`src/core/usfc_map.svh`:
```
// Purpose: Register map, bit positions, reset values and counts
// Assumes: Word registers on a 32-bit bus, byte address = index * 4
// Notes:   Definitions only
`ifndef USFC_MAP_SVH
`define USFC_MAP_SVH
// Register word index
`define USFC_R_STAT  3'h0
`define USFC_R_CTRL  3'h1
`define USFC_R_FMT   3'h2
`define USFC_R_BDH   3'h3
`define USFC_R_BDL   3'h4
`define USFC_R_DATA  3'h5
`define USFC_R_IST   3'h6
`define USFC_R_IMSK  3'h7
`define USFC_ADR_OK  3'h0
`define USFC_LN_OK   2'h0
// Line status bits
`define USFC_SB_RXF  7
`define USFC_SB_TXI  5
`define USFC_SB_FE   4
`define USFC_SB_PE   2
`define USFC_SB_DBL  1
// Line control bits
`define USFC_CB_RXEN 4
`define USFC_CB_TXEN 3
`define USFC_CB_TOP  2
// Interrupt bits
`define USFC_IB_TX   0
`define USFC_IB_RX   1
`define USFC_IB_PE   2
// Reset values
`define USFC_FMT_RST 8'h06
`define USFC_DIV_RST 12'h000
`define USFC_IRQ_RST 3'h0
`define USFC_W9_RST  9'h000
`define USFC_CNT_RST 4'h0
// Oversample ticks per bit, minus one
`define USFC_OS_NRM  4'hF
`define USFC_OS_DBL  4'h7
// Data bits per character
`define USFC_NB_5    4'h5
`define USFC_NB_6    4'h6
`define USFC_NB_7    4'h7
`define USFC_NB_8    4'h8
`define USFC_NB_9    4'h9
`endif

```
`src/core/usfc_pkg.sv`:
```
// Purpose: Shared types of the frame and baud block
// Assumes: Constants live in usfc_map.svh
// Notes:   Nothing here is imported; use usfc_pkg::name
package usfc_pkg;
  typedef enum logic [1:0] {
    MODE_ASYNC = 2'h0,
    MODE_SYNC  = 2'h1,
    MODE_RSV   = 2'h2,
    MODE_SPI   = 2'h3
  } usfc_mode_e;
  // Gray codes along idle-start-data-parity-stop
  typedef enum logic [2:0] {
    ST_IDLE  = 3'h0,
    ST_START = 3'h1,
    ST_DATA  = 3'h3,
    ST_PAR   = 3'h2,
    ST_STOP  = 3'h6,
    ST_STOP2 = 3'h7
  } usfc_state_e;
  typedef struct packed {
    usfc_mode_e mode;
    logic [1:0] parity;
    logic       stop;
    logic [1:0] size;
    logic       pol;
  } usfc_fmt_s;
  typedef struct packed {
    logic pe;
    logic rx;
    logic tx;
  } usfc_evt_s;
endpackage

```
`src/core/usfc_baud_gen.sv`:
```
// Purpose: Baud prescaler giving one tick every divisor+1 clocks
// Assumes: load_i is a one-cycle pulse
// Notes:   Reload restarts the period at once
`include "usfc_map.svh"
`timescale 1ns/10ps
module usfc_baud_gen (
  input  wire logic        clk_i,
  input  wire logic        rst_i,
  input  wire logic [11:0] div_i,
  input  wire logic        load_i,
  output logic             tick_o
);
  logic [11:0] cnt;
  logic [11:0] gap;
  logic [11:0] per;

  // divisor plus one
  // Down counter, reloaded on underflow or on load
  always_ff @(posedge clk_i)
  begin
    if (rst_i)
    begin
      cnt    <= `USFC_DIV_RST;
      tick_o <= 1'b0;
    end
    else if (load_i)
    begin
      cnt    <= div_i;
      tick_o <= 1'b0;
    end
    else if (cnt == `USFC_DIV_RST)
    begin
      cnt    <= div_i;
      tick_o <= 1'b1;
    end
    else
    begin
      cnt    <= cnt - 12'h001;
      tick_o <= 1'b0;
    end
  end

  // Helper: clocks since last tick, and the divisor that set this period
  // A load starts one below zero so the count lines up with an underflow
  always_ff @(posedge clk_i)
  begin
    if (rst_i)
    begin
      gap <= ~`USFC_DIV_RST;
      per <= `USFC_DIV_RST;
    end
    else if (load_i)
    begin
      gap <= ~`USFC_DIV_RST;
      per <= div_i;
    end
    else
    begin
      gap <= tick_o ? `USFC_DIV_RST : gap + 12'h001;
      if (cnt == `USFC_DIV_RST)
        per <= div_i;
    end
  end
endmodule

```
`src/core/usfc_sync2.sv`:
```
// Purpose: Two-flop synchroniser for pin inputs
// Assumes: Pins idle high
// Notes:   First stage is read by the second stage only
`timescale 1ns/10ps
module usfc_sync2 #(
  parameter int W = 2
) (
  input  wire logic         clk_i,
  input  wire logic         rst_i,
  input  wire logic [W-1:0] d_i,
  output logic      [W-1:0] q_o
);
  logic [W-1:0] meta;

  // Two stages against metastability
  always_ff @(posedge clk_i)
  begin
    if (rst_i)
    begin
      meta <= '1;
      q_o  <= '1;
    end
    else
    begin
      meta <= d_i;
      q_o  <= meta;
    end
  end
endmodule

```
`src/core/usfc_top.sv`:
```
// Purpose: Frame format and baud configuration with serial engine
// Assumes: Classic Wishbone slave, 25 MHz clk_i, synchronous reset
// Notes:   One ack cycle per request; writes land at the ack edge
`include "usfc_map.svh"
`timescale 1ns/10ps
module usfc_top (
  input  wire logic        clk_i,
  input  wire logic        rst_i,
  input  wire logic [7:0]  wb_adr_i,
  input  wire logic [31:0] wb_dat_i,
  input  wire logic [3:0]  wb_sel_i,
  input  wire logic        wb_we_i,
  input  wire logic        wb_cyc_i,
  input  wire logic        wb_stb_i,
  output logic      [31:0] wb_dat_o,
  output logic             wb_ack_o,
  output logic             irq_o,
  output logic             transmit_pin_o,
  input  wire logic        receive_pin_i,
  input  wire logic        serial_clock_i,
  output logic             serial_clock_o,
  output logic             serial_clock_oe_o
);
  usfc_pkg::usfc_fmt_s   fmt;
  usfc_pkg::usfc_state_e tx_st;
  usfc_pkg::usfc_state_e rx_st;
  usfc_pkg::usfc_evt_s   evt;
  logic [2:0]  irq_st;
  logic [2:0]  irq_msk;
  logic [11:0] div;
  logic [8:0]  tx_word;
  logic [8:0]  rx_sh;
  logic [8:0]  rx_data;
  logic [3:0]  tx_idx;
  logic [3:0]  rx_idx;
  logic [3:0]  tx_os;
  logic [3:0]  rx_os;
  logic [3:0]  nbits;
  logic [3:0]  os_max;
  logic [3:0]  rx_tgt;
  logic [1:0]  pin_q;
  logic [31:0] next_rdata;
  logic        rx_en;
  logic        tx_en;
  logic        size_top;
  logic        dbl;
  logic        tx_pend;
  logic        rx_full;
  logic        pe_flag;
  logic        fe_flag;
  logic        rx_par;
  logic        sclk_d;
  logic        bg_tick;
  logic        rxd;
  logic        sclk_src;
  logic        launch;
  logic        capture;
  logic        is_async;
  logic        rsv;
  logic        par_en;
  logic        tx_step;
  logic        rx_step;
  logic        wr;
  logic        rd;
  logic        hit;
  logic        div_load;
  logic [2:0]  idx;

  // ************************************************************
  // Helpers
  // ************************************************************

  // Data bits per character; reserved codes fall back to eight
  function automatic logic [3:0] char_bits(input logic top, input logic [1:0] code);
    case ({top, code})
      3'h0:    char_bits = `USFC_NB_5;
      3'h1:    char_bits = `USFC_NB_6;
      3'h2:    char_bits = `USFC_NB_7;
      3'h7:    char_bits = `USFC_NB_9;
      default: char_bits = `USFC_NB_8;
    endcase
  endfunction

  // Parity over the active data bits, odd when odd_i is set
  function automatic logic calc_par(input logic [8:0] w, input logic [3:0] n,
                                    input logic odd_i);
    logic p;
    p = odd_i;
    for (int i = 0; i < 9; i++)
      if (4'(i) < n)
        p = p ^ w[i];
    calc_par = p;
  endfunction

  // ************************************************************
  // Pins and clocking
  // ************************************************************

  usfc_sync2 #(.W(2)) u_sync (
    .clk_i (clk_i),
    .rst_i (rst_i),
    .d_i   ({serial_clock_i, receive_pin_i}),
    .q_o   (pin_q)
  );

  usfc_baud_gen u_baud (
    .clk_i  (clk_i),
    .rst_i  (rst_i),
    .div_i  (div),
    .load_i (div_load),
    .tick_o (bg_tick)
  );

  // Shared decode of mode, parity and edges
  always_comb
  begin
    rxd      = pin_q[0];
    is_async = fmt.mode == usfc_pkg::MODE_ASYNC;
    rsv      = fmt.mode == usfc_pkg::MODE_RSV;
    par_en   = fmt.parity[1];
    nbits    = char_bits(size_top, fmt.size);
    os_max   = dbl ? `USFC_OS_DBL : `USFC_OS_NRM;
    rx_tgt   = (rx_st == usfc_pkg::ST_START) ? {1'b0, os_max[3:1]} : os_max;
    sclk_src = (fmt.mode == usfc_pkg::MODE_SPI) ? serial_clock_o : pin_q[1];
    launch   = fmt.pol ? (sclk_d && !sclk_src) : (!sclk_d && sclk_src);
    capture  = fmt.pol ? (!sclk_d && sclk_src) : (sclk_d && !sclk_src);
    tx_step  = is_async ? (bg_tick && tx_os == os_max) : launch;
    rx_step  = is_async ? (bg_tick && rx_os == rx_tgt) : capture;
  end

  // reload after write
  // The load waits one cycle so the prescaler sees the new low byte
  always_ff @(posedge clk_i)
  begin
    if (rst_i)
      div_load <= 1'b0;
    else
      div_load <= wr && idx == `USFC_R_BDL;
  end

  // mode decode
  // Master clock on the pin in mode 11; input otherwise
  always_ff @(posedge clk_i)
  begin
    if (rst_i)
    begin
      serial_clock_o    <= 1'b0;
      serial_clock_oe_o <= 1'b0;
      sclk_d            <= 1'b0;
    end
    else
    begin
      serial_clock_oe_o <= fmt.mode == usfc_pkg::MODE_SPI;
      if (fmt.mode == usfc_pkg::MODE_SPI && bg_tick)
        serial_clock_o <= !serial_clock_o;
      sclk_d <= sclk_src;
    end
  end

  // ************************************************************
  // Wishbone slave
  // ************************************************************

  // Request is taken at the edge where ack is seen high
  always_comb
  begin
    idx = wb_adr_i[4:2];
    hit = wb_adr_i[7:5] == `USFC_ADR_OK && wb_adr_i[1:0] == `USFC_LN_OK;
    wr  = wb_cyc_i && wb_stb_i && wb_ack_o && wb_we_i && hit && wb_sel_i[0];
    rd  = wb_cyc_i && wb_stb_i && wb_ack_o && !wb_we_i && hit;
  end

  // Read mux; unmapped addresses read zero
  always_comb
  begin
    next_rdata = '0;
    if (hit)
      case (idx)
        `USFC_R_STAT:
        begin
          next_rdata[`USFC_SB_RXF] = rx_full;
          next_rdata[`USFC_SB_TXI] = !tx_pend && tx_st == usfc_pkg::ST_IDLE;
          next_rdata[`USFC_SB_FE]  = fe_flag;
          next_rdata[`USFC_SB_PE]  = pe_flag;
          next_rdata[`USFC_SB_DBL] = dbl;
        end
        `USFC_R_CTRL:
        begin
          next_rdata[`USFC_CB_RXEN] = rx_en;
          next_rdata[`USFC_CB_TXEN] = tx_en;
          next_rdata[`USFC_CB_TOP]  = size_top;
        end
        `USFC_R_FMT:  next_rdata[7:0] = fmt;
        `USFC_R_BDH:  next_rdata[3:0] = div[11:8];
        `USFC_R_BDL:  next_rdata[7:0] = div[7:0];
        `USFC_R_DATA: next_rdata[8:0] = rx_data;
        `USFC_R_IST:  next_rdata[2:0] = irq_st;
        `USFC_R_IMSK: next_rdata[2:0] = irq_msk;
        default:      next_rdata = '0;
      endcase
  end

  // One-cycle ack with registered read data
  always_ff @(posedge clk_i)
  begin
    if (rst_i)
    begin
      wb_ack_o <= 1'b0;
      wb_dat_o <= '0;
    end
    else
    begin
      wb_ack_o <= wb_cyc_i && wb_stb_i && !wb_ack_o;
      wb_dat_o <= next_rdata;
    end
  end

  // Configuration registers
  always_ff @(posedge clk_i)
  begin
    if (rst_i)
    begin
      fmt      <= `USFC_FMT_RST;
      div      <= `USFC_DIV_RST;
      rx_en    <= 1'b0;
      tx_en    <= 1'b0;
      size_top <= 1'b0;
      dbl      <= 1'b0;
      irq_msk  <= `USFC_IRQ_RST;
    end
    else if (wr)
      case (idx)
        `USFC_R_STAT: dbl <= wb_dat_i[`USFC_SB_DBL];
        `USFC_R_CTRL:
        begin
          rx_en    <= wb_dat_i[`USFC_CB_RXEN];
          tx_en    <= wb_dat_i[`USFC_CB_TXEN];
          size_top <= wb_dat_i[`USFC_CB_TOP];
        end
        `USFC_R_FMT:  fmt <= wb_dat_i[7:0];
        `USFC_R_BDH:  div[11:8] <= wb_dat_i[3:0];
        `USFC_R_BDL:  div[7:0] <= wb_dat_i[7:0];
        `USFC_R_IMSK: irq_msk <= wb_dat_i[2:0];
        default:      irq_msk <= irq_msk;
      endcase
  end

  // ************************************************************
  // Interrupts
  // ************************************************************

  // Sticky status, write one to clear; a new event beats the clear
  always_ff @(posedge clk_i)
  begin
    if (rst_i)
    begin
      irq_st <= `USFC_IRQ_RST;
      irq_o  <= 1'b0;
    end
    else
    begin
      irq_st <= (irq_st & ~((wr && idx == `USFC_R_IST) ? wb_dat_i[2:0] : 3'h0)) | evt;
      irq_o  <= |(irq_st & irq_msk);
    end
  end

  // ************************************************************
  // Transmitter
  // ************************************************************

  // Data write queues a character only while enabled, idle and with none already waiting
  always_ff @(posedge clk_i)
  begin
    if (rst_i)
    begin
      tx_pend <= 1'b0;
      tx_word <= `USFC_W9_RST;
    end
    else if (wr && idx == `USFC_R_DATA && tx_en && !tx_pend &&
             tx_st == usfc_pkg::ST_IDLE)
    begin
      tx_pend <= 1'b1;
      tx_word <= wb_dat_i[8:0];
    end
    else if (tx_st == usfc_pkg::ST_START)
      tx_pend <= 1'b0;
  end

  // Frame sequencer; reserved mode holds the line idle
  always_ff @(posedge clk_i)
  begin
    if (rst_i || rsv)
    begin
      tx_st          <= usfc_pkg::ST_IDLE;
      tx_idx         <= `USFC_CNT_RST;
      tx_os          <= `USFC_CNT_RST;
      transmit_pin_o <= 1'b1;
      evt.tx         <= 1'b0;
    end
    else
    begin
      evt.tx <= 1'b0;
      if (tx_st == usfc_pkg::ST_IDLE)
        tx_os <= `USFC_CNT_RST;
      else if (bg_tick)
        tx_os <= (tx_os == os_max) ? `USFC_CNT_RST : tx_os + 4'h1;
      case (tx_st)
        usfc_pkg::ST_IDLE:
          if (tx_pend && (is_async || launch))
          begin
            tx_st          <= usfc_pkg::ST_START;
            transmit_pin_o <= 1'b0;
          end
        usfc_pkg::ST_START:
          if (tx_step)
          begin
            tx_st          <= usfc_pkg::ST_DATA;
            tx_idx         <= `USFC_CNT_RST;
            transmit_pin_o <= tx_word[0];
          end
        usfc_pkg::ST_DATA:
          if (tx_step && tx_idx == nbits - 4'h1)
          begin
            tx_st          <= par_en ? usfc_pkg::ST_PAR : usfc_pkg::ST_STOP;
            transmit_pin_o <= par_en ? calc_par(tx_word, nbits, fmt.parity[0]) : 1'b1;
          end
          else if (tx_step)
          begin
            tx_idx         <= tx_idx + 4'h1;
            transmit_pin_o <= tx_word[tx_idx + 4'h1];
          end
        usfc_pkg::ST_PAR:
          if (tx_step)
          begin
            tx_st          <= usfc_pkg::ST_STOP;
            transmit_pin_o <= 1'b1;
          end
        usfc_pkg::ST_STOP:
          if (tx_step)
          begin
            tx_st  <= fmt.stop ? usfc_pkg::ST_STOP2 : usfc_pkg::ST_IDLE;
            evt.tx <= !fmt.stop;
          end
        usfc_pkg::ST_STOP2:
          if (tx_step)
          begin
            tx_st  <= usfc_pkg::ST_IDLE;
            evt.tx <= 1'b1;
          end
        default: tx_st <= usfc_pkg::ST_IDLE;
      endcase
    end
  end

  // ************************************************************
  // Receiver
  // ************************************************************

  // One stop bit is checked whatever the stop select says
  always_ff @(posedge clk_i)
  begin
    if (rst_i || rsv || !rx_en)
    begin
      rx_st  <= usfc_pkg::ST_IDLE;
      rx_idx <= `USFC_CNT_RST;
      rx_os  <= `USFC_CNT_RST;
      rx_sh  <= `USFC_W9_RST;
      rx_par <= 1'b0;
    end
    else
    begin
      if (rx_st == usfc_pkg::ST_IDLE || rx_step)
        rx_os <= `USFC_CNT_RST;
      else if (bg_tick)
        rx_os <= rx_os + 4'h1;
      case (rx_st)
        usfc_pkg::ST_IDLE:
          if (!rxd && (is_async || capture))
            rx_st <= is_async ? usfc_pkg::ST_START : usfc_pkg::ST_DATA;
        usfc_pkg::ST_START:
          // Mid-bit recheck rejects glitches
          if (rx_step)
            rx_st <= rxd ? usfc_pkg::ST_IDLE : usfc_pkg::ST_DATA;
        usfc_pkg::ST_DATA:
          if (rx_step)
          begin
            rx_sh[rx_idx] <= rxd;
            rx_idx        <= (rx_idx == nbits - 4'h1) ? `USFC_CNT_RST : rx_idx + 4'h1;
            if (rx_idx == nbits - 4'h1)
              rx_st <= par_en ? usfc_pkg::ST_PAR : usfc_pkg::ST_STOP;
          end
        usfc_pkg::ST_PAR:
          if (rx_step)
          begin
            rx_par <= rxd;
            rx_st  <= usfc_pkg::ST_STOP;
          end
        usfc_pkg::ST_STOP:
          if (rx_step)
            rx_st <= usfc_pkg::ST_IDLE;
        default: rx_st <= usfc_pkg::ST_IDLE;
      endcase
    end
  end

  // Received character, flags and events
  always_ff @(posedge clk_i)
  begin
    if (rst_i || !rx_en)
    begin
      rx_data <= `USFC_W9_RST;
      rx_full <= 1'b0;
      pe_flag <= 1'b0;
      fe_flag <= 1'b0;
      evt.rx  <= 1'b0;
      evt.pe  <= 1'b0;
    end
    else
    begin
      evt.rx <= 1'b0;
      evt.pe <= 1'b0;
      if (rx_st == usfc_pkg::ST_STOP && rx_step)
      begin
        rx_data <= rx_sh & ~(9'h1FF << nbits);
        rx_full <= 1'b1;
        fe_flag <= !rxd;
        pe_flag <= par_en && rx_par != calc_par(rx_sh, nbits, fmt.parity[0]);
        evt.pe  <= par_en && rx_par != calc_par(rx_sh, nbits, fmt.parity[0]);
        evt.rx  <= 1'b1;
      end
      else if (rd && idx == `USFC_R_DATA)
        rx_full <= 1'b0;
    end
  end
endmodule

```
`config.mk`:
```
export PLATFORM = sky130hd
export DESIGN_NAME = usfc_top
export DESIGN_NICKNAME = d
export VERILOG_FILES = /design/src/core/usfc_pkg.sv /design/src/core/usfc_baud_gen.sv /design/src/core/usfc_sync2.sv /design/src/core/usfc_top.sv
export VERILOG_INCLUDE_DIRS = /design/src /design/src/core
export SDC_FILE = /design/constraint.sdc
export NUM_CORES = 1
export LEC_CHECK = 0
export ABC_CLOCK_PERIOD_IN_PS = 3000
export CAP_MARGIN = 20
export CORE_ASPECT_RATIO = 1.5
export CORE_UTILIZATION = 51
export DETAILED_ROUTE_END_ITERATION = 8
export DONT_BUFFER_PORTS = 1
export PLACE_DENSITY = 0.66
export SYNTH_ARGS = -nofsm -noshare
export SYNTH_HDL_FRONTEND = slang
export SYNTH_SLANG_ARGS = --single-unit
```
`constraint.sdc`:
```
create_clock -name clk_i -period 3 [get_ports clk_i]
set_input_delay 0 -clock clk_i [delete_from_list [all_inputs] [get_ports clk_i]]
set_output_delay 0 -clock clk_i [all_outputs]
set_load 0.02 [all_outputs]
```
**Word level (Yosys, flattened, before mapping)**

Cells that the tools add are included.
Widths: inputs -> output; s select.

- $add $sub $neg: 6
- Magnitude comparators: 12
- Equal/unequal tests: 41
- Shifts and indexed selects: 1
- Muxes and demuxes: 124
- Bitwise logic cells: 27
- Reductions and logical operators: 74

Operator list:

| operator | number |
|---|---|
| $mux 1 | 81 |
| $mux 3 | 15 |
| $logic_and 1x1->1 | 28 |
| $mux 4 | 7 |
| $eq 3x3->1 const B | 8 |
| $mux 12 | 2 |
| $ne 2x2->1 const B | 12 |
| $eq 3x2->1 const B | 7 |
| $pmux 3 s6 | 1 |
| $xor 1x1->1 | 18 |
| $add 4x1->4 const B | 4 |
| $eq 4x4->1 | 4 |
| $lt 3x4->1 const A | 4 |
| $pmux 4 s4 | 1 |
| $reduce_and 2->1 | 8 |
| $logic_not 3->1 | 5 |
| $pmux 3 s5 | 1 |
| $eq 3x1->1 const B | 4 |
| $logic_not 12->1 | 1 |
| $pmux 1 s4 | 3 |
| $reduce_and 6->1 | 2 |
| $sub 12x1->12 const B | 1 |
| $lt 4x5->1 const B | 2 |
| $pmux 1 s5 | 2 |
| other kinds (35) | 64 |

- Flip-flop bits (word level): 143
- Input port bits: 51
- Output and inout bits: 37
- Logic and storage cells: 329

**Depth between registers and ports, before layout**

Gate-level depths: netlist of run 1.

- Depth after elaboration: 50
- Mapped depth: 11
- Mapped depth without buffers: 9

**By module**

Synthesis of run 1 repeated with hierarchy kept, for this count alone.

- Cells, all modules: 765
- Area, all modules: 6585.1 um2

By module, submodules not included:

| module | times used | cells an instance | area an instance (um2) | seq. area each (um2) |
|---|---|---|---|---|
| usfc_top | 1 | 677 | 5713.0 | 2062.0 |
| usfc_baud_gen | 1 | 80 | 767.0 | 260.2 |
| usfc_sync2 | 1 | 8 | 105.1 | 80.1 |

**Worst setup path before layout of run 1**

No wires, ideal clock.

- Path type: reg-to-reg
- Start: reg size_top
- End: reg pe_flag
- Library setup time: 0.116 ns
- Arrival time: 2.286 ns
- Data required time: 2.884 ns
- Setup slack: 0.598 ns
- Stages on the path, launching flop included: 12
- Path buffers: 2
- Clock period less this slack: 2.402 ns
- Cell sequence: dfxtp_1 buf_2 clkbuf_1 nor2_1 nor2_1 inv_1 ha_1 o21ai_0 xnor2_1 xnor3_1 and4_1 a31o_2

- Longest elaborated chain between the ends: 40
- Elaborated cells on any way between the ends: 51
- Those cells by class: order compare (9); eq/ne (4); mux (28); bitwise (8); reduce/logical (2)

Ends and longest elaborated chain:

| item | line | text |
|---|---|---|
| start: declaration | usfc_top.sv:45 | `logic size_top;` |
| start signal: assignment | usfc_top.sv:238 | `` size_top <= wb_dat_i[`USFC_CB_TOP]; `` |
| $eq 3x3->1 (tied with other cells) | usfc_top.sv:75 | `case ({top, code})` |
| $pmux 4 s4 * | usfc_top.sv:75 |  |
| $lt 1x4->1 | usfc_top.sv:90 | `if (4'(i) < n)` |
| $mux 1 | usfc_top.sv:90 |  |
| $mux 1 | usfc_top.sv:422 | `if (rx_st == usfc_pkg::ST_STOP && rx_step)` |
| $mux 1 | usfc_top.sv:409 | `if (rst_i \|\| !rx_en)` |
| $xor 1x1->1 | usfc_top.sv:91 | `p = p ^ w[i];` |
| $mux 1 | usfc_top.sv:90 |  |
| [... 24 more ...] | - |  |
| $mux 1 | usfc_top.sv:422 |  |
| $mux 1 | usfc_top.sv:409 |  |
| $xor 1x1->1 | usfc_top.sv:91 |  |
| $mux 1 * | usfc_top.sv:90 |  |
| $mux 1 * | usfc_top.sv:422 |  |
| $mux 1 * | usfc_top.sv:409 |  |
| $ne 1x1->1 * | usfc_top.sv:427 | `pe_flag <= par_en && rx_par != calc_par(rx_sh, nbits, fmt.parity[0]);` |
| $logic_and 1x1->1 * | usfc_top.sv:427 |  |
| end signal: assignment | usfc_top.sv:427 |  |
| end: declaration | usfc_top.sv:49 | `logic pe_flag;` |

Mark *: on every way between the ends. The rest lies on a longest branch, timed or not. The select of a mux whose other input is x is not followed.
A chain may end at the register's enable or synchronous reset.

**Final worst setup path of run 1**

- Start: reg fmt[1] (netlist bit)
- End: reg tx_idx[3]

- Longest elaborated chain between the ends: 7
- Elaborated cells on any way between the ends: 10
- Those cells by class: add/sub (1); eq/ne (5); mux (1); reduce/logical (3)

Ends and longest elaborated chain:

| item | line | text |
|---|---|---|
| start: declaration | usfc_top.sv:24 | `usfc_pkg::usfc_fmt_s fmt;` |
| start signal: assignment | usfc_top.sv:223 | `` fmt <= `USFC_FMT_RST; `` |
| start signal: assignment | usfc_top.sv:240 | `` `USFC_R_FMT: fmt <= wb_dat_i[7:0]; `` |
| $eq 3x3->1 (tied with other cells) | usfc_top.sv:75 |  |
| $pmux 4 s4 * | usfc_top.sv:75 |  |
| $sub 4x1->4 * | usfc_top.sv:322 | `if (tx_step && tx_idx == nbits - 4'h1)` |
| $eq 4x4->1 * | usfc_top.sv:322 |  |
| $logic_and 1x1->1 * | usfc_top.sv:322 |  |
| $ne 2x2->1 (no source line) * | - |  |
| $reduce_and 4->1 (no source line) * | - |  |
| end signal: assignment | usfc_top.sv:295 | `` tx_idx <= `USFC_CNT_RST; `` |
| end signal: assignment | usfc_top.sv:318 | `` tx_idx <= `USFC_CNT_RST; `` |
| end signal: assignment | usfc_top.sv:329 | `tx_idx <= tx_idx + 4'h1;` |
| end: declaration | usfc_top.sv:34 | `logic [3:0] tx_idx;` |

Mark *: on every way between the ends. The rest lies on a longest branch, timed or not.

==> metrics.txt, run 1 <==
cell type contributing the most total cell area after synthesis sky130_fd_sc_hd__dfxtp_1; origin of the worst setup path fmt[1]$_SDFFE_PP1P_; reg2reg setup slack 0.33 ns; effective utilization at floorplan 0.527; ANT nets after route 0; ANT cells 0; setup repair after global routing missed its margin no; Top-Level Pins 88; share of the synthesized area in the top cell type 0.378; Max transition margin 0.497; Initial DRT Pass Iterations 5; netlist area before placement 6360 sq um; period utilization 0.891; number of warnings issued by yosys 0; total track usage 0.265; type of destination of the critical path flip-flop; CORE AREA 12100 sq um; via count 5276; overall overflow remaining after global route 0; max-cap violations 0; instance count along the most critical hold path 3; internal power consumption 3.19 mW; fraction of layout cells with a size suffix above 1 0.0837; most common cell after layout, fill and taps aside sky130_fd_sc_hd__dfxtp_1; data arrival time of the worst path 3.01 ns; ys flop type sky130_fd_sc_hd__dfxtp_1; areal power density over the cells 596 nW/um^2; via count of the first global-routing pass 5162; final count of negative-setup-slack endpoints 0; async set-or-reset flop fraction in the synthesized netlist 0; fin. max-slew vios 0; largest fanout of any net on the critical path 14; die area 12900 sq um; CP required 3.34 ns; EDFF count, synth 0; IO buf count 0; worst-margin pin slew 0.752 ns; H-Tree Depth 4; static leakage 2.69 nW; final cell area excluding filler cells 7150 sq um; hold worst-path end wb_dat_o[4]$_SDFF_PP0_; syn_area_per_cell 8.64 sq um; endpoint of the worst-slack reg-to-reg timing path tx_idx[3]$_SDFFE_PP0P_; post-layout net count 803; overall die width 93.2 microns; number of buffers inserted to repair setup after CTS 0; switching share of total power 0.252; std cell rows 49; commonest cells after routing, fill and taps aside sky130_fd_sc_hd__dfxtp_1 (120), sky130_fd_sc_hd__nor2_1 (99), sky130_fd_sc_hd__a21oi_1 (55), sky130_fd_sc_hd__nand2_1 (53), sky130_fd_sc_hd__mux2i_1 (47); crit start category flip-flop; number of hold-slack violations in the final timing report 0; sequential-to-total area share from yosys stat 0.378; Final Critical Period 2.67 ns; first-pass GRT wire length 26.7 mm; cts bufs inserted 17; clock sink count 120; worst IR drop on VDD 480 uV; worst r2r path cells 9; final worst clock skew 0.00739 ns; worst reg2reg startpoint fmt[1]$_SDFFE_PP1P_; type of the worst setup path flip-flop to flip-flop; power share of the sequential group 0.409; clock share of power 0.466; setup_tns 0 ns; net switching power 1.07 mW; total detailed-routing wirelength 16.1 mm; filler cell count 1063; register bit count reported by yosys 120; clock slew seen by the registers of the worst setup and hold paths 0.05 ns; pin count of the biggest net entering global routing 65; initial antenna violation count 0; DRC marker count from the first detailed-route iteration 347; outcome finished, final reports clean; detail-routed net length per standard cell 17.7 microns; combinational power share 0.125; vertical die dimension 139 microns; Routability Congestion 0.859; TritonCTS clock tree built; clock latency on the worst-skew pair 0.41 ns; worst hold path type input port to flip-flop; highest clock frequency the design can meet 0.374 GHz; top post-synthesis cells by area sky130_fd_sc_hd__dfxtp_1 (38%), sky130_fd_sc_hd__mux2i_1 (7.4%), sky130_fd_sc_hd__nor2_1 (5.8%); DRC viols 0; startpoint of the most critical hold path wb_adr_i[4]; clock root buffer sky130_fd_sc_hd__clkbuf_16; area grow syn2layout 12.4%; maximum clock path buffer count 2; post-place instance area 6310 sq um; half-perimeter wire length after placement 11.2 mm; synthesized instance count 736; via density per instance 5.82; count of unique library cells instantiated by Yosys 78
Yosys cell counts, types with 13 or more instances:
| library cell | number |
|---|---|
| sky130_fd_sc_hd__nand3_1 | 23 |
| sky130_fd_sc_hd__buf_4 | 26 |
| sky130_fd_sc_hd__inv_1 | 16 |
| sky130_fd_sc_hd__o21ai_0 | 19 |
| sky130_fd_sc_hd__nand4_1 | 17 |
| sky130_fd_sc_hd__nor2_1 | 99 |
| sky130_fd_sc_hd__nand2_1 | 53 |
| sky130_fd_sc_hd__xor2_1 | 17 |
| sky130_fd_sc_hd__a21oi_1 | 55 |
| sky130_fd_sc_hd__clkbuf_1 | 27 |
| sky130_fd_sc_hd__a211oi_1 | 13 |
| sky130_fd_sc_hd__mux2i_1 | 47 |
| sky130_fd_sc_hd__dfxtp_1 | 120 |
| sky130_fd_sc_hd__xnor2_1 | 24 |
registers in the layout (all words and copies together) (netlist names), 4 cells and up:
register,cells
tx_word,9
tx_idx,4
fmt,8
rx_data,9
rx_sh,9
div,12
tx_os,4
u_baud.cnt,12
wb_dat_o,9
rx_os,4
rx_idx,4
cells by family after synthesis:
logic type,after synthesis,share of synthesized area
and+or+nand+nor,280,0.225
AOI/OAI and AO/OA,140,0.143
DFF,120,0.378
buffers and inverters,86,0.0708
muxes,55,0.0970
xor gates and xnor gates,43,0.0635
adders and majority gates,11,0.0216
other,1,0.000590
critical path, stage by stage (launching register included):
cell                       delay (ns)
sky130_fd_sc_hd__dfxtp_1         0.59
sky130_fd_sc_hd__and3_1          0.26
sky130_fd_sc_hd__nor2_1          0.08
sky130_fd_sc_hd__ha_1            0.24
sky130_fd_sc_hd__xnor2_1         0.22
sky130_fd_sc_hd__mux2i_1         0.15
sky130_fd_sc_hd__o211ai_1        0.32
sky130_fd_sc_hd__o211ai_1        0.21
sky130_fd_sc_hd__or3_1           0.36
sky130_fd_sc_hd__a21oi_1         0.15
final cells by class:
| class | instances | area, sq um | area share |
|---|---|---|---|
| Multi-Input combinational cell | 552 | 3590 | 0.502 |
| Inverter | 17 | 63.8 | 0.00893 |
| Clock inverter | 8 | 96.3 | 0.0135 |
| Sequential cell | 120 | 2400 | 0.336 |
| Timing Repair Buffer | 33 | 328 | 0.0459 |
| Tap cell | 153 | 191 | 0.0268 |
| Clock buffer | 23 | 478 | 0.0669 |
per-layer routing:
layer  vias to the layer above  wire [microns]  GRT usage
li1                       2559               -          -
met1                      2532            6530      0.309
met2                       153            8260      0.452
met3                        32             733     0.0592
met4                         0             561      0.128
met5                         -               0          0
power groups by stage:
stage / clock network [mW] / registers, mW / logic [mW]
2_1_floorplan: 0 / 1.75 / 0.443
3_3_place_gp: 0 / 1.77 / 0.454
3_5_place_dp: 0 / 1.78 / 0.468
4_1_cts: 2.01 / 1.74 / 0.536
5_1_grt: 2.09 / 1.75 / 0.600
6_report: 1.99 / 1.74 / 0.532
through the flow:
step / std cells / util / power [mW] / hold WS (ns) / setup WS [ns]
3_5_place_dp: 850 / 0.522 / 2.24 / 0.0807 / 0.344
6_report: 906 / 0.592 / 4.26 / 0.0244 / 0.328
4_1_cts: 906 / 0.592 / 4.29 / 0.000326 / 0.320
2_1_floorplan: 758 / - / 2.20 / 0.104 / 0.598
3_3_place_gp: 850 / 0.522 / 2.22 / 0.0787 / 0.488
5_1_grt: 906 / 0.592 / 4.44 / 0.0241 / 0.0130
how the worst max path moves through the flow:
| stage | endpoint | slack, ns | cells past startpoint |
|---|---|---|---|
| 2_1_floorplan | pe_flag$_SDFFE_PP0P_ | 0.60 | 11 |
| 3_3_place_gp | tx_idx[3]$_SDFFE_PP0P_ | 0.49 | 9 |
| 3_5_place_dp | tx_idx[3]$_SDFFE_PP0P_ | 0.34 | 9 |
| 4_1_cts | tx_idx[3]$_SDFFE_PP0P_ | 0.32 | 9 |
| 5_1_grt | tx_idx[3]$_SDFFE_PP0P_ | 0.01 | 9 |
| 6_report | tx_idx[3]$_SDFFE_PP0P_ | 0.33 | 9 |
timing repair:
action | in CTS | in global routing
hold endpoints to repair | 76 | 0
hold buffers | 25 | 0
endpoints found under the setup margin | 0 | 0
gates resized for setup | 0 | 0
Power figures use the tool's default switching activity.
==> run 2, diff against run 1 <==
--- a/config.mk
+++ b/config.mk
@@ -8,3 +8,3 @@
 export LEC_CHECK = 0
-export ABC_CLOCK_PERIOD_IN_PS = 3000
+export ABC_CLOCK_PERIOD_IN_PS = 2420
 export CAP_MARGIN = 20
@@ -14,3 +14,3 @@
 export DONT_BUFFER_PORTS = 1
-export PLACE_DENSITY = 0.66
+export PLACE_DENSITY = 0.69
 export SYNTH_ARGS = -nofsm -noshare
==> constraint.sdc (replaced) <==
create_clock -name clk_i -period 2.42 [get_ports clk_i]
set_input_delay 0.484 -clock clk_i [delete_from_list [all_inputs] [get_ports clk_i]]
set_output_delay 0.484 -clock clk_i [all_outputs]
set_load 0.02 [all_outputs]
==> metrics.txt, run 2 (same netlist as run 1, synthesis figures left out) <==
Slowest-stage cell, CP sky130_fd_sc_hd__or4_1; max-cap violations 0; Max transition margin 0.621; largest fanout of any net on the critical path 6; IO buf count 0; initial antenna violation count 0; total power consumption of the routed design 5.33 mW; worst-case hold slack 0.141 ns; post-placement worst setup slack 0.0462 ns; DRC marker count from the first detailed-route iteration 273; worst IR drop on VDD 695 uV; outcome finished, final reports clean; crit start category flip-flop; die area 12900 sq um; overall overflow remaining after global route 0; static leakage 2.69 nW; number of buffers inserted for hold repair after clock tree synthesis 0; H-Tree Depth 4; cts bufs inserted 17; first-pass GRT wire length 25.5 mm; via density per instance 5.81; Final Critical Period 2.28 ns; chain of cells forming the critical path xor2_1 > nand2_2 > ha_4 > xnor2_2 > mux2i_1 > o211ai_1 > buf_4 > nand2_1 > or4_1 > a21oi_1; met3 routing resource usage after global routing 0.0587; type of destination of the critical path flip-flop; final count of negative-setup-slack endpoints 0; Cell Count Post-Placement 867; detail-routed net length per standard cell 17.4 microns; Routability Congestion 0.891; areal power density over the cells 748 nW/um^2; period utilization 0.942; clock latency on the worst-skew pair 0.42 ns; via count 5225; Initial DRT Pass Iterations 5; worst-margin pin slew 0.568 ns; clock slew seen by the registers of the worst setup and hold paths 0.05 ns; largest incremental delay on the critical path 0.40 ns; fraction of layout cells with a size suffix above 1 0.126; CORE AREA 12100 sq um; effective utilization at floorplan 0.527; ANT nets after route 0; worst hold path type input port to flip-flop; Top-Level Pins 88; number of hold-slack violations in the final timing report 0; pin count of the biggest net entering global routing 68; total detailed-routing wirelength 15.7 mm; largest registers ranked by flip-flop count div x12, u_baud.cnt x12; final worst clock skew 0.00718 ns; met1 Usage GRT 0.285; most common cell after layout, fill and taps aside sky130_fd_sc_hd__dfxtp_1; ANT cells 0; most utilized layer in the global route result met2; filler cell count 1037; overall die width 93.2 microns; DRC viols 0; commonest cells after routing, fill and taps aside sky130_fd_sc_hd__dfxtp_1 (117), sky130_fd_sc_hd__nor2_1 (97), sky130_fd_sc_hd__a21oi_1 (54), sky130_fd_sc_hd__nand2_1 (52), sky130_fd_sc_hd__mux2i_1 (47); via count of the first global-routing pass 5141; CP required 2.75 ns; highest clock frequency the design can meet 0.439 GHz; half-perimeter wire length after placement 11.3 mm; fin. max-slew vios 0; data arrival time of the worst path 2.61 ns; utilization after layout 0.591; clock root buffer sky130_fd_sc_hd__clkbuf_16; area grow syn2layout 12.2%; GR Util met2 0.434; worst setup margin 0.140 ns; total track usage 0.253; type of the worst setup path flip-flop to flip-flop; non-filler cells, final 900; clock sink count 120; TritonCTS clock tree built; maximum clock path buffer count 2; post-layout net count 796; vertical die dimension 139 microns; std cell rows 49
==> run 2: cell count changes in the layout (fill, tap and decap cells not counted), sizes merged <==
cell | previous run | this run
inv | 16 | 17
bufinv | 2 | 3
buf | 9 | 26
clkbuf | 23 | 20
dlygate4sd3 | 24 | 0
clkinvlp | 1 | 3
==> run 2: routing by layer <==
| layer | routed length [microns] | vias up |
|---|---|---|
| li1 | - | 2549 |
| met1 | 6130 | 2483 |
| met2 | 8110 | 157 |
| met3 | 787 | 36 |
| met4 | 643 | 0 |
| met5 | 0 | - |
==> run 2: repair_timing <==
item / CTS / global route
buffers inserted: 0 / 1
gates cloned: 0 / 0
pin swaps: 0 / 6
gates resized for setup: 1 / 14
setup endpoints to repair: 1 / 10
==> run 2: critical path: cells and delay by family, from the launching register on <==
kind | cells | cell delay (ns)
adder cells (fa/ha/maj) | 1 | 0.19
multiplexers | 1 | 0.12
flip-flops | 1 | 0.38
AO/OA/AOI/OAI | 2 | 0.41
buffers and inverters | 1 | 0.16
AND/OR/NAND/NOR | 3 | 0.56
XOR/XNOR | 2 | 0.38
==> run 2: worst paths after layout <==
path	from	endpoint	slack, ns	depth (start not counted)
max	fmt[1]$_SDFFE_PP1P_	tx_idx[2]$_SDFFE_PP0P_	0.14	10
min	rst_i	serial_clock_o$_SDFFE_PP0P_	0.14	1
max reg2reg	fmt[1]$_SDFFE_PP1P_	tx_idx[2]$_SDFFE_PP0P_	0.14	10
min reg2reg	u_sync.meta[0]$_SDFF_PP1_	u_sync.q_o[0]$_SDFF_PP1_	0.41	1
==> run 2: final cells by class <==
cell class / instances / area (sq um) / area share
Clock buffer: 20 / 447 / 0.0626
Clock inverter: 12 / 150 / 0.0210
Inverter: 17 / 63.8 / 0.00895
Multi-Input combinational cell: 552 / 3640 / 0.510
Sequential cell: 120 / 2410 / 0.338
Tap cell: 153 / 191 / 0.0268
Timing Repair Buffer: 26 / 233 / 0.0326
==> run 2: power by group <==
part           internal [mW]  total, mW  switching, mW
Clock                   1.64       2.55          0.913
Sequential              2.07       2.17         0.0949
Combinational          0.274      0.612          0.338
==> run 2: metrics by stage <==
| stage | TNS (ns) | area (sq um) |
|---|---|---|
| after floorplan | 0 | 6440 |
| after global placement | 0 | 6470 |
| after detailed placement | 0 | 6470 |
| after CTS | 0 | 7070 |
| after global routing | -0.0116 | 7130 |
| final | 0 | 7130 |
